`config.mk`:
```
export PLATFORM = sky130hd
export DESIGN_NAME = dcw_top
export DESIGN_NICKNAME = d
export VERILOG_FILES = /design/src/dcw_pkg.sv /design/src/dcw_mode_sel.sv /design/src/dcw_pingpong.sv /design/src/dcw_top.sv
export SDC_FILE = /design/constraint.sdc
export NUM_CORES = 1
export LEC_CHECK = 0
export BUFFER_PORTS_ARGS = -buffer_cell sky130_fd_sc_hd__buf_2
export CELL_PAD_IN_SITES_DETAIL_PLACEMENT = 1
export CELL_PAD_IN_SITES_GLOBAL_PLACEMENT = 1
export CORE_ASPECT_RATIO = 1.5
export CORE_MARGIN = 4
export CORE_UTILIZATION = 45
export DETAILED_ROUTE_END_ITERATION = 16
export GPL_TIMING_DRIVEN = 0
export PLACE_DENSITY = 0.9
export SETUP_SLACK_MARGIN = 0.4
export SLEW_MARGIN = 20
export SYNTH_ARGS = -nofsm -noshare
export SYNTH_HDL_FRONTEND = slang
export SYNTH_SLANG_ARGS = --single-unit
export TNS_END_PERCENT = 30
```
`constraint.sdc`:
```
create_clock -name clock -period 5.2 [get_ports clock]
set_input_delay 0.78 -clock clock [delete_from_list [all_inputs] [get_ports clock]]
set_output_delay 0.78 -clock clock [all_outputs]
set_load 0.01 [all_outputs]
```
`src/dcw_pkg.sv`:
```
// Purpose: Shared constants and types for the descriptor control word logic
// Assumes: One device clock, 16-bit control words on a plain register port
// Notes: Offsets are word addresses on the register port
package dcw_pkg;
    // ----------------------------------------------------------------
    // Register map
    // ----------------------------------------------------------------
    localparam logic [3:0] DCW_ADDR_SA_CTRL = 4'h0;
    localparam logic [3:0] DCW_ADDR_RX_MODE = 4'h1;
    localparam logic [3:0] DCW_ADDR_CONFIG = 4'h2;
    localparam logic [3:0] DCW_ADDR_STATUS = 4'h3;
    // ----------------------------------------------------------------
    // Field positions
    // ----------------------------------------------------------------
    localparam int DCW_B_CIR1 = 0;
    localparam int DCW_B_CIR2 = 1;
    localparam int DCW_B_PINGPONG_ENABLE = 2;
    localparam int DCW_B_STOP = 3;
    localparam int DCW_B_PPACK = 8;
    localparam int DCW_B_BROADCAST_RECEIVED_FLAG = 9;
    localparam int DCW_B_NBUF = 10;
    localparam int DCW_B_ACC = 11;
    localparam int DCW_B_SMP = 0;
    localparam int DCW_B_EXEC = 1;
    // Host write masks for the mode command word
    localparam logic [15:0] DCW_RXM_ANYTIME = 16'hF008;
    localparam logic [15:0] DCW_RXM_IDLE_ONLY = 16'h0004;
    localparam logic [15:0] DCW_RXM_DEV_BITS = 16'h0F00;
    // Bits the simplified mode keeps active in the mode command word
    localparam logic [15:0] DCW_RXM_SMP_MASK = 16'hFB08;
    localparam logic [15:0] DCW_RESET_WORD = 16'h0000;
    localparam logic [4:0] DCW_SA_MODE_LO = 5'h00;
    localparam logic [4:0] DCW_SA_MODE_HI = 5'h1F;
    // Descriptor block size and data-bearing mode codes
    localparam logic [2:0] DCW_BLOCK_WORDS = 3'h4;
    localparam logic [4:0] DCW_MC_DATA_LO = 5'h10;
    // ----------------------------------------------------------------
    // Types
    // ----------------------------------------------------------------
    typedef enum logic [1:0] {
        DCW_MODE_INDEX = 2'b00,
        DCW_MODE_CIRC1 = 2'b01,
        DCW_MODE_CIRC2 = 2'b10,
        DCW_MODE_PPONG = 2'b11
    } dcw_mode_t;
    typedef enum logic [1:0] {
        DCW_PP_IDLE = 2'b00,
        DCW_PP_ON = 2'b01,
        DCW_PP_OFF = 2'b10
    } dcw_pp_t;
    // Message from the terminal engine
    typedef struct packed {
        logic start;     // Command accepted, message begins
        logic done;      // Message finished
        logic good;      // Finished without error, illegal or busy
        logic tx;        // Transmit/receive bit of the command
        logic broadcast_received_flag;     // Broadcast command
        logic [4:0] sa;  // Subaddress field
        logic [4:0] mc;  // Mode code field
    } dcw_msg_t;
    // Buffer decision sent to the terminal engine
    typedef struct packed {
        dcw_mode_t mode;     // Buffer scheme in force
        logic use_b;         // Use data pointer B
        logic in_block;      // Store words inside descriptor block
        logic follow_ptr;    // Follow data pointers
        logic [2:0] nwords;  // Words stored in the block
    } dcw_buf_t;
endpackage

```
`src/dcw_mode_sel.sv`:
```
// Purpose: Decode the three buffer select bits into a buffer scheme
// Assumes: Mode commands cannot use circular schemes
// Notes: Purely combinational
`timescale 1ns/1ps
module dcw_mode_sel
    import dcw_pkg::*;
(
    input wire logic [2:0] sel_bits,   // Ping-pong, circ2, circ1 bits
    input wire logic is_mode,          // Word belongs to a mode command
    input wire logic smp,              // Simplified mode processing on
    output dcw_mode_t mode             // Decoded scheme
);
    // Priority decode of the select bits
    always_comb begin
        mode = DCW_MODE_INDEX;
        if (is_mode) begin
            if (!smp && sel_bits[2]) begin
                mode = DCW_MODE_PPONG;
            end
        end else if (sel_bits[2]) begin
            mode = DCW_MODE_PPONG;
        end else if (sel_bits[1]) begin
            mode = DCW_MODE_CIRC2;
        end else if (sel_bits[0]) begin
            mode = DCW_MODE_CIRC1;
        end
    end
endmodule

```
`src/dcw_pingpong.sv`:
```
// Purpose: Ping-pong suspend and resume handshake and buffer toggle
// Assumes: Engine marks message start and done with one-cycle pulses
// Notes: Stop request is sampled only between messages
`timescale 1ns/1ps
module dcw_pingpong
    import dcw_pkg::*;
(
    input wire logic clock,       // Device clock
    input wire logic rst,         // Master reset
    input wire logic soft_rst,    // Software reset pulse
    input wire logic enable,      // Ping-pong selected for this word
    input wire logic stop_req,    // Host stop request bit
    input wire logic msg_start,   // Message for this word starts
    input wire logic msg_done,    // Message for this word ends
    input wire logic msg_good,    // Message ended without fault
    output logic ack_ff,          // Ping-pong active acknowledge
    output logic nbuf_ff          // Next buffer select
);
    dcw_pp_t state_ff;
    logic busy_ff;
    // Track a message in progress
    always_ff @(posedge clock or posedge rst) begin
        if (rst) begin
            busy_ff <= 1'b0;
        end else if (msg_start) begin
            busy_ff <= 1'b1;
        end else if (msg_done) begin
            busy_ff <= 1'b0;
        end
    end
    // Handshake state, changes only while no message runs
    always_ff @(posedge clock or posedge rst) begin
        if (rst) begin
            state_ff <= DCW_PP_IDLE;
            ack_ff <= 1'b0;
        end else if (!busy_ff && !msg_start) begin
            unique case (state_ff)
                DCW_PP_IDLE: begin
                    if (enable) begin
                        state_ff <= stop_req ? DCW_PP_OFF : DCW_PP_ON;
                        ack_ff <= !stop_req;
                    end
                end
                DCW_PP_ON: begin
                    if (!enable || stop_req) begin
                        state_ff <= enable ? DCW_PP_OFF : DCW_PP_IDLE;
                        ack_ff <= 1'b0;
                    end
                end
                DCW_PP_OFF: begin
                    if (!enable) begin
                        state_ff <= DCW_PP_IDLE;
                    end else if (!stop_req) begin
                        state_ff <= DCW_PP_ON;
                        ack_ff <= 1'b1;
                    end
                end
                default: begin
                    state_ff <= DCW_PP_IDLE;
                    ack_ff <= 1'b0;
                end
            endcase
        end
    end
    // Toggle buffer after good messages while active
    always_ff @(posedge clock or posedge rst) begin
        if (rst) begin
            nbuf_ff <= 1'b0;
        end else if (soft_rst) begin
            nbuf_ff <= 1'b0;
        end else if (msg_done && msg_good && enable && ack_ff) begin
            nbuf_ff <= !nbuf_ff;
        end
    end
endmodule

```
`src/dcw_top.sv`:
```
// Purpose: Descriptor control word logic for a serial-bus remote terminal
// Assumes: Host port synchronous to clock, read data one cycle later
// Notes: One subaddress word and one receive mode command word
//
// Decided for this implementation: the plain strobed port and the register offsets.
`timescale 1ns/1ps
module dcw_top
    import dcw_pkg::*;
(
    input wire logic clock,              // Device clock, 25 MHz
    input wire logic rst,                // Master reset, async high
    input wire logic [3:0] reg_addr,     // Register word address
    input wire logic [15:0] reg_wdata,   // Write data
    input wire logic reg_wr,             // Write strobe
    input wire logic reg_rd,             // Read strobe
    output logic [15:0] reg_rdata_ff,    // Read data, cycle after strobe
    input wire dcw_msg_t msg,            // Message events from engine
    output dcw_buf_t sa_buf_ff,          // Subaddress buffer decision
    output dcw_buf_t mc_buf_ff           // Mode command buffer decision
);
    // ----------------------------------------------------------------
    // Storage
    // ----------------------------------------------------------------
    logic [15:0] sa_word_ff;
    logic [15:0] rxm_word_ff;
    logic [1:0] cfg_ff;
    logic soft_rst;
    logic smp;
    logic exec_on;
    logic wr_sa;
    logic wr_rxm;
    logic wr_cfg;
    logic rd_rxm;
    logic sa_hit;
    logic mc_hit;
    logic sa_ack;
    logic sa_nbuf;
    logic mc_ack;
    logic mc_nbuf;
    logic mc_acc_set;
    logic mc_bc_set;
    logic [15:0] nxt_rxm;
    logic [15:0] nxt_sa;
    dcw_mode_t sa_mode;
    dcw_mode_t mc_mode;
    // Strobe decode
    assign wr_sa = reg_wr && (reg_addr == DCW_ADDR_SA_CTRL);
    assign wr_rxm = reg_wr && (reg_addr == DCW_ADDR_RX_MODE);
    assign wr_cfg = reg_wr && (reg_addr == DCW_ADDR_CONFIG);
    assign rd_rxm = reg_rd && (reg_addr == DCW_ADDR_RX_MODE);
    assign soft_rst = reg_wr && (reg_addr == DCW_ADDR_STATUS) && reg_wdata[0];
    assign smp = cfg_ff[DCW_B_SMP];
    assign exec_on = cfg_ff[DCW_B_EXEC];
    // Message routing: receive mode commands to the mode word, non-mode subaddresses to the subaddress word
    assign mc_hit = !msg.tx && ((msg.sa == DCW_SA_MODE_LO) || (msg.sa == DCW_SA_MODE_HI));
    assign sa_hit = (msg.sa != DCW_SA_MODE_LO) && (msg.sa != DCW_SA_MODE_HI);
    assign mc_acc_set = exec_on && mc_hit && msg.done;
    assign mc_bc_set = mc_acc_set && msg.broadcast_received_flag;
    // ----------------------------------------------------------------
    // Configuration: simplified mode and execution enable
    // ----------------------------------------------------------------
    always_ff @(posedge clock or posedge rst) begin
        if (rst) begin
            cfg_ff <= 2'b00;
        end else if (wr_cfg) begin
            cfg_ff <= reg_wdata[1:0];
        end
    end
    // ----------------------------------------------------------------
    // Mode decode and ping-pong engines
    // ----------------------------------------------------------------
    dcw_mode_sel u_sa_sel (
        .sel_bits(sa_word_ff[2:0]),
        .is_mode(1'b0),
        .smp(smp),
        .mode(sa_mode)
    );
    dcw_mode_sel u_mc_sel (
        .sel_bits(rxm_word_ff[2:0]),
        .is_mode(1'b1),
        .smp(smp),
        .mode(mc_mode)
    );
    dcw_pingpong u_sa_pp (
        .clock(clock),
        .rst(rst),
        .soft_rst(soft_rst),
        .enable(sa_mode == DCW_MODE_PPONG),
        .stop_req(sa_word_ff[DCW_B_STOP]),
        .msg_start(msg.start && sa_hit),
        .msg_done(msg.done && sa_hit),
        .msg_good(msg.good),
        .ack_ff(sa_ack),
        .nbuf_ff(sa_nbuf)
    );
    dcw_pingpong u_mc_pp (
        .clock(clock),
        .rst(rst),
        .soft_rst(soft_rst),
        .enable(mc_mode == DCW_MODE_PPONG && exec_on),
        .stop_req(rxm_word_ff[DCW_B_STOP]),
        .msg_start(msg.start && mc_hit),
        .msg_done(msg.done && mc_hit),
        .msg_good(msg.good),
        .ack_ff(mc_ack),
        .nbuf_ff(mc_nbuf)
    );
    // ----------------------------------------------------------------
    // Subaddress control word
    // ----------------------------------------------------------------
    always_comb begin
        nxt_sa = sa_word_ff;
        if (wr_sa) begin
            nxt_sa = reg_wdata & ~DCW_RXM_DEV_BITS;
            nxt_sa[DCW_B_BROADCAST_RECEIVED_FLAG] = sa_word_ff[DCW_B_BROADCAST_RECEIVED_FLAG];
        end
        if (soft_rst) begin
            nxt_sa[DCW_B_BROADCAST_RECEIVED_FLAG] = 1'b0;
        end
        if (msg.done && sa_hit && msg.tx && msg.broadcast_received_flag) begin
            nxt_sa[DCW_B_BROADCAST_RECEIVED_FLAG] = 1'b1;
        end
        nxt_sa[DCW_B_PPACK] = sa_ack;
        nxt_sa[DCW_B_NBUF] = sa_nbuf;
    end
    always_ff @(posedge clock or posedge rst) begin
        if (rst) begin
            sa_word_ff <= DCW_RESET_WORD;
        end else begin
            sa_word_ff <= nxt_sa;
        end
    end
    // ----------------------------------------------------------------
    // Receive mode command control word
    // ----------------------------------------------------------------
    always_comb begin
        nxt_rxm = rxm_word_ff;
        if (wr_rxm) begin
            nxt_rxm = (rxm_word_ff & ~DCW_RXM_ANYTIME) | (reg_wdata & DCW_RXM_ANYTIME);
            if (!exec_on) begin
                nxt_rxm[DCW_B_PINGPONG_ENABLE] = reg_wdata[DCW_B_PINGPONG_ENABLE];
                nxt_rxm[1:0] = reg_wdata[1:0];
                nxt_rxm[7:4] = reg_wdata[7:4];
            end
        end
        if (soft_rst) begin
            nxt_rxm[DCW_B_ACC] = 1'b0;
            nxt_rxm[DCW_B_BROADCAST_RECEIVED_FLAG] = 1'b0;
        end
        if (rd_rxm) begin
            nxt_rxm[DCW_B_ACC] = 1'b0;
        end
        if (mc_acc_set) begin
            nxt_rxm[DCW_B_ACC] = 1'b1;
        end
        if (mc_bc_set) begin
            nxt_rxm[DCW_B_BROADCAST_RECEIVED_FLAG] = 1'b1;
        end
        if (exec_on) begin
            nxt_rxm[DCW_B_PPACK] = mc_ack && !smp;
            nxt_rxm[DCW_B_NBUF] = mc_nbuf && !smp;
        end else if (soft_rst) begin
            nxt_rxm[DCW_B_NBUF] = 1'b0;
        end
    end
    always_ff @(posedge clock or posedge rst) begin
        if (rst) begin
            rxm_word_ff <= DCW_RESET_WORD;
        end else begin
            rxm_word_ff <= nxt_rxm;
        end
    end
    // ----------------------------------------------------------------
    // Buffer decisions for the terminal engine
    // ----------------------------------------------------------------
    always_ff @(posedge clock or posedge rst) begin
        if (rst) begin
            sa_buf_ff <= '0;
            mc_buf_ff <= '0;
        end else begin
            sa_buf_ff.mode <= sa_mode;
            sa_buf_ff.use_b <= sa_nbuf && (sa_mode == DCW_MODE_PPONG);
            sa_buf_ff.in_block <= 1'b0;
            sa_buf_ff.follow_ptr <= 1'b1;
            sa_buf_ff.nwords <= 3'h0;
            mc_buf_ff.mode <= mc_mode;
            mc_buf_ff.use_b <= mc_nbuf && (mc_mode == DCW_MODE_PPONG);
            mc_buf_ff.in_block <= smp;
            mc_buf_ff.follow_ptr <= !smp;
            mc_buf_ff.nwords <= (smp && msg.mc >= DCW_MC_DATA_LO) ? DCW_BLOCK_WORDS : 3'h0;
        end
    end
    // ----------------------------------------------------------------
    // Read port, data stands in the cycle after the strobe
    // ----------------------------------------------------------------
    always_ff @(posedge clock or posedge rst) begin
        if (rst) begin
            reg_rdata_ff <= 16'h0000;
        end else if (reg_rd) begin
            unique case (reg_addr)
                DCW_ADDR_SA_CTRL: reg_rdata_ff <= sa_word_ff;
                DCW_ADDR_RX_MODE: reg_rdata_ff <= smp ? (rxm_word_ff & DCW_RXM_SMP_MASK)
                                                      : rxm_word_ff;
                DCW_ADDR_CONFIG: reg_rdata_ff <= {14'h0000, cfg_ff};
                default: reg_rdata_ff <= 16'h0000;
            endcase
        end else begin
            reg_rdata_ff <= 16'h0000;
        end
    end
endmodule

```
# [Word level (Yosys, flattened, before mapping)]
# Index checks and enable logic that the tools add are counted.
[totals] wordCells=167 input_bits=39 out_inout_bits=32 register_bits=71
[classes] order_cmp=1 bitwise_logic=1 reduce_logical=65 muxes=53 n_eq_ne=21
[ops] cell="$pmux 16 s3" count=1
[ops] cell="$logic_and 1x1->1" count=32
[ops] cell="$mux 2" count=15
[ops] cell="$mux 1" count=27
[ops] cell="$mux 16" count=1
[ops] cell="$or 12x16->16" count=1
[ops] cell="$logic_not 1->1" count=12
[ops] cell="$mux 12" count=1
[ops] cell="$ne 2x1->1 const B" count=6
[ops] cell="$pmux 2 s3" count=2
[ops] cell="$reduce_bool 2->1" count=6
[ops] cell="$mux 11" count=1
[ops] cell="$reduce_and 5->1" count=2
[ops] cell="$eq 2x2->1 const B" count=4
[ops] cell="$eq 4x2->1 const B" count=2
[ops] cell="$reduce_and 4->1" count=2
[ops] cell="$mux 3" count=2
[ops] cell="$ne 3x3->1 const B" count=2
[ops] cell="$pmux 1 s3" count=2
[ops] cell="$reduce_bool 3->1" count=2
[ops] cell="$eq 5x5->1 const B" count=1
[ops] cell="$ge 5x5->1 const B" count=1
[ops] cell="$logic_not 5->1" count=1
[ops] cell="$ne 5x5->1 const B" count=1
[ops] cell="other kinds (9)" count=14

# [Depth between registers and ports, before layout]
[depth] ltp_word=9 mapped_depth=6 mapped_depth_nobuf=4

# [By module]
# Synthesis repeated with hierarchy kept, for this count alone.
[unflattened] cells_unflattened=241 hier_area_um2=2984.1
[modules_own_cells] module="dcw_top" instances=1 area_each_um2=2423.6 cells_per_inst=181
[modules_own_cells] module="dcw_pingpong" instances=2 area_each_um2=250.2 cells_per_inst=25
[modules_own_cells] module="dcw_mode_sel" instances=2 area_each_um2=30.0 cells_per_inst=5

# [Least setup slack after synthesis]
# OpenSTA, ideal clock, no wires.
[synth_path] kind="input port to flip-flop" start="input port reg_addr[1]" end="register sa_word_ff[0]" slack_ns=3.263 stages=5 arrival_time_ns=1.812 setup_ns=0.125 path_buffers=2 path_cell_list="buf_6 > nor4_4 > nand2_2 > buf_6 > mux2_4"
[synth_via] elab_chain_cells=2
[synth_rtl] item="start, declared" line="dcw_top.sv:12" rtl="input wire logic [3:0] reg_addr,"
[synth_rtl] item="$logic_not 4->1" line="dcw_top.sv:47" rtl="assign wr_sa = reg_wr && (reg_addr == DCW_ADDR_SA_CTRL);"
[synth_rtl] item="$logic_and 1x1->1" line="dcw_top.sv:47"
[synth_rtl] item="end signal, assigned" line="dcw_top.sv:130" rtl="sa_word_ff <= nxt_sa;"
[synth_rtl] item="end, declared" line="dcw_top.sv:24" rtl="logic [15:0] sa_word_ff;"
# No other way between the ends.
# A chain may end at the register's enable or synchronous reset.

# [Worst setup path after layout]
[layout_path] start="input port reg_addr[0]" end="register sa_word_ff[12]"
# Same word-level chain as after synthesis.

==> run_results.csv <==
group,metric,value,unit
run_status,status,"finished, final reports clean",
placement,gp_congestion,0.767,
sta,slew_headroom,65.1,%
sta,finClkSkew,0.00761,ns
sta,tns,0,ns
logic_synthesis,yosys.area.top_type,"dfrtp_1",
cells_and_area,n_antenna_cell,0,
sta,layout_min_cycle_time,1.80,ns
sta,hold_viol_final,0,
sta,tightest_slew,0.523,ns
worst_setup_path,cp-end-kind,"register",
sta,fin_crit_sh,34.7,%
power,ir_drop,0.332,mV
cells_and_area,nets,345,
floorplan,row_count,35,
clock_tree,clkSinkCount,68,
cells_and_area,drive_above_1_share,38.6,%
placement,portBuffers,55,
power,p_int,1090,uW
detailed_routing,drt-initial-drc-count,95,
grt,grt_first_pass_wirelength,11800,um
detailed_routing,viasPerCell,5.48,
clock_tree,cts_buffers,9,
floorplan,start_util,46.8,%
sta,drv_slew,0,
grt,antenna_found_initial,0,
worst_setup_path,crit_type,"in2reg",
cells_and_area,nFillCells,664,
sta,setup_viol,0,
detailed_routing,antenna_left,0,
clock_tree,cts_root_buffer,"clkbuf_8",
logic_synthesis,netlist_top_cells_area,"dfrtp_1 58%, mux2_2 6.2%, mux2_4 5.2%",
worst_setup_path,critPathSlowestCell,"nor4_4",
logic_synthesis,ys_seq_area_share,58.4,%
power,power_density,409,mW/mm2
logic_synthesis,syn_area,0.00291,mm2
sta,fmax,0.555,GHz
detailed_routing,first_pass_iters,4,
grt,grt_pass1_vias,2316,
placement,placed_area,0.00333,mm2
worst_setup_path,required,5.43,ns
detailed_routing,post_drt_wl_per_cell,18.3,um
logic_synthesis,synth_enable_flop_cells,0,
logic_synthesis,ys_ff_latch,68,
logic_synthesis,synth_ff_type,"dfrtp_1",
logic_synthesis,async_flop_share,100,%
clock_tree,post-cts-setup-buffers,0,
floorplan,die-height,107,um
logic_synthesis,ys_warn_count,0,
cells_and_area,fin_area,0.00359,mm2
grt,grt.total_usage,19.8,%
detailed_routing,vias,2110,
power,clkPwrFrac,37.4,%
floorplan,coreArea,0.00622,mm2
worst_setup_path,crit_fanout,10,
worst_setup_path,critPathTopFamily,"simple AND/OR/NAND/NOR gates",
floorplan,io_pins,71,
clock_tree,cts_resized,0,
worst_setup_path,cp_slowest_stage_delay,0.44,ns
logic_synthesis,syn_avg_cell_area,12.4,um2
floorplan,die-area,0.00785,mm2
clock_tree,hold_buffers,0,
power,p_leak,0.00178,uW
worst_setup_path,path_cells,"buf_2 > nor4_4 > nand2_2 > buf_6 > mux2_4",
logic_synthesis,syn_inst,234,
worst_setup_path,crit_path_start_kind,"input pin",
detailed_routing,drc,0,
worst_setup_path,reg2reg_slack,3.78,ns
power,seq_power_share,47.5,%
worst_setup_path,path_buf_inv,2,
grt,overflow,0,
logic_synthesis,synth_top_area_share,58.4,%
detailed_routing,postRouteWirelength,7060,um
cells_and_area,areaGrowthSynthToFinish,23.2,%
clock_tree,clkLatencyLatePin,0.34,ns
clock_tree,cts_tree,"built",
hold_path,min_path_type,"in2async",
clock_tree,cts_buffer_depth,2,
floorplan,die_x,73.7,um
grt,grt_max_degree,58,
cells_and_area,layout_common_cells,"68 x dfrtp_1, 56 x buf_2, 22 x nor2_1",
logic_synthesis,synth.distinct_cells,46,
power,p_sw_share,26.1,%
placement,hpwlAfterDp,4990,um
sta,rsz0062_at_grt,"no",
clock_tree,htree_levels,3,
flow_run,cap_violations,0,
power,p_comb_share,15.0,%
cells_and_area,mostFrequentLayoutCell,"dfrtp_1",
clock_tree,cts.clk_slew.worst_paths,0.08,ns
power,switchingPower,382,uW
worst_setup_path,critical_path_arrival,2.03,ns
==> flip-flops by register name (all words and copies together) (netlist names), 2 cells and up <==
signal and cells:
sa_buf_ff 4, mc_buf_ff 5, reg_rdata_ff 16, u_sa_pp.state_ff 2, rxm_word_ff 16, sa_word_ff 15, u_mc_pp.state_ff 2, cfg_ff 2
==> logic make-up (layout without fill, tap and decap cells) <==
kind of cell | count (synthesis) | after routing | share of synthesized area (%)
muxes | 28 | 28 | 12.0
AOI/OAI and AO/OA | 44 | 44 | 11.1
other | 2 | 7 | 0.258
DFF | 68 | 68 | 58.4
and+or+nand+nor | 70 | 70 | 13.8
buffers and inverters | 22 | 94 | 4.43
==> area by class of cell <==
type	count	area, um2	share of cell area, %
inverters	9	36.3	1.01
plain buffers	13	95.1	2.65
multi-input cells	149	1100	30.7
repair buffers	56	303	8.44
clock inverters	5	108	3.00
well taps	74	92.6	2.58
clock buffers	11	151	4.22
flip-flops and latches	68	1700	47.4
==> power by group through the flow <==
stage	combinational [uW]	sequential, uW	clock, uW
after floorplan	148	685	0
after global placement	205	693	0
after detailed placement	220	702	0
after CTS	223	696	559
after global routing	244	709	586
final	221	697	550
==> metal layers <==
layer	track usage (%)	routed length, um	part of all wire [%]
met5	0	0	0
met4	6.99	101	1.4
met3	4.35	339	4.8
met2	34.1	3960	56
met1	23.5	2660	38
==> path summary, 6_finish.rpt <==
kind	from	end	cells after the start
max in group asynchronous	rst	u_sa_pp.state_ff[0]	3
worst min-delay path	rst	sa_buf_ff[3]	2
worst max register to register	cfg_ff[0]	u_mc_pp.nbuf_ff	3
worst max-delay path	reg_addr[0]	sa_word_ff[12]	5
worst min register to register	u_sa_pp.ack_ff	sa_word_ff[8]	0
min in group clock	u_sa_pp.ack_ff	sa_word_ff[8]	0
==> through the flow <==
stage          cells  worst slack, ns  total power, uW  hold slack, ns  util, %
2_1_floorplan    239             2.71              832           0.378        -
4_1_cts          385             3.40             1480           0.336     57.7
6_report         385             3.40             1470           0.337     57.7
3_5_place_dp     369             3.03              922           0.412     53.5
3_3_place_gp     368             1.97              898           0.397     53.0
5_1_grt          385             3.28             1540           0.341     57.7
==> cell usage after synthesis (4+ instances only) <==
master,instances
dfrtp_1,68
nor2_1,22
mux2_2,16
a22oi_1,14
nand2_1,14
mux2_4,10
inv_1,9
buf_4,8
o21ai_0,7
a21oi_1,5
a22o_1,5
and2_1,5
nand3_1,5
nand2b_1,4
(Power assumes the default switching activity.)
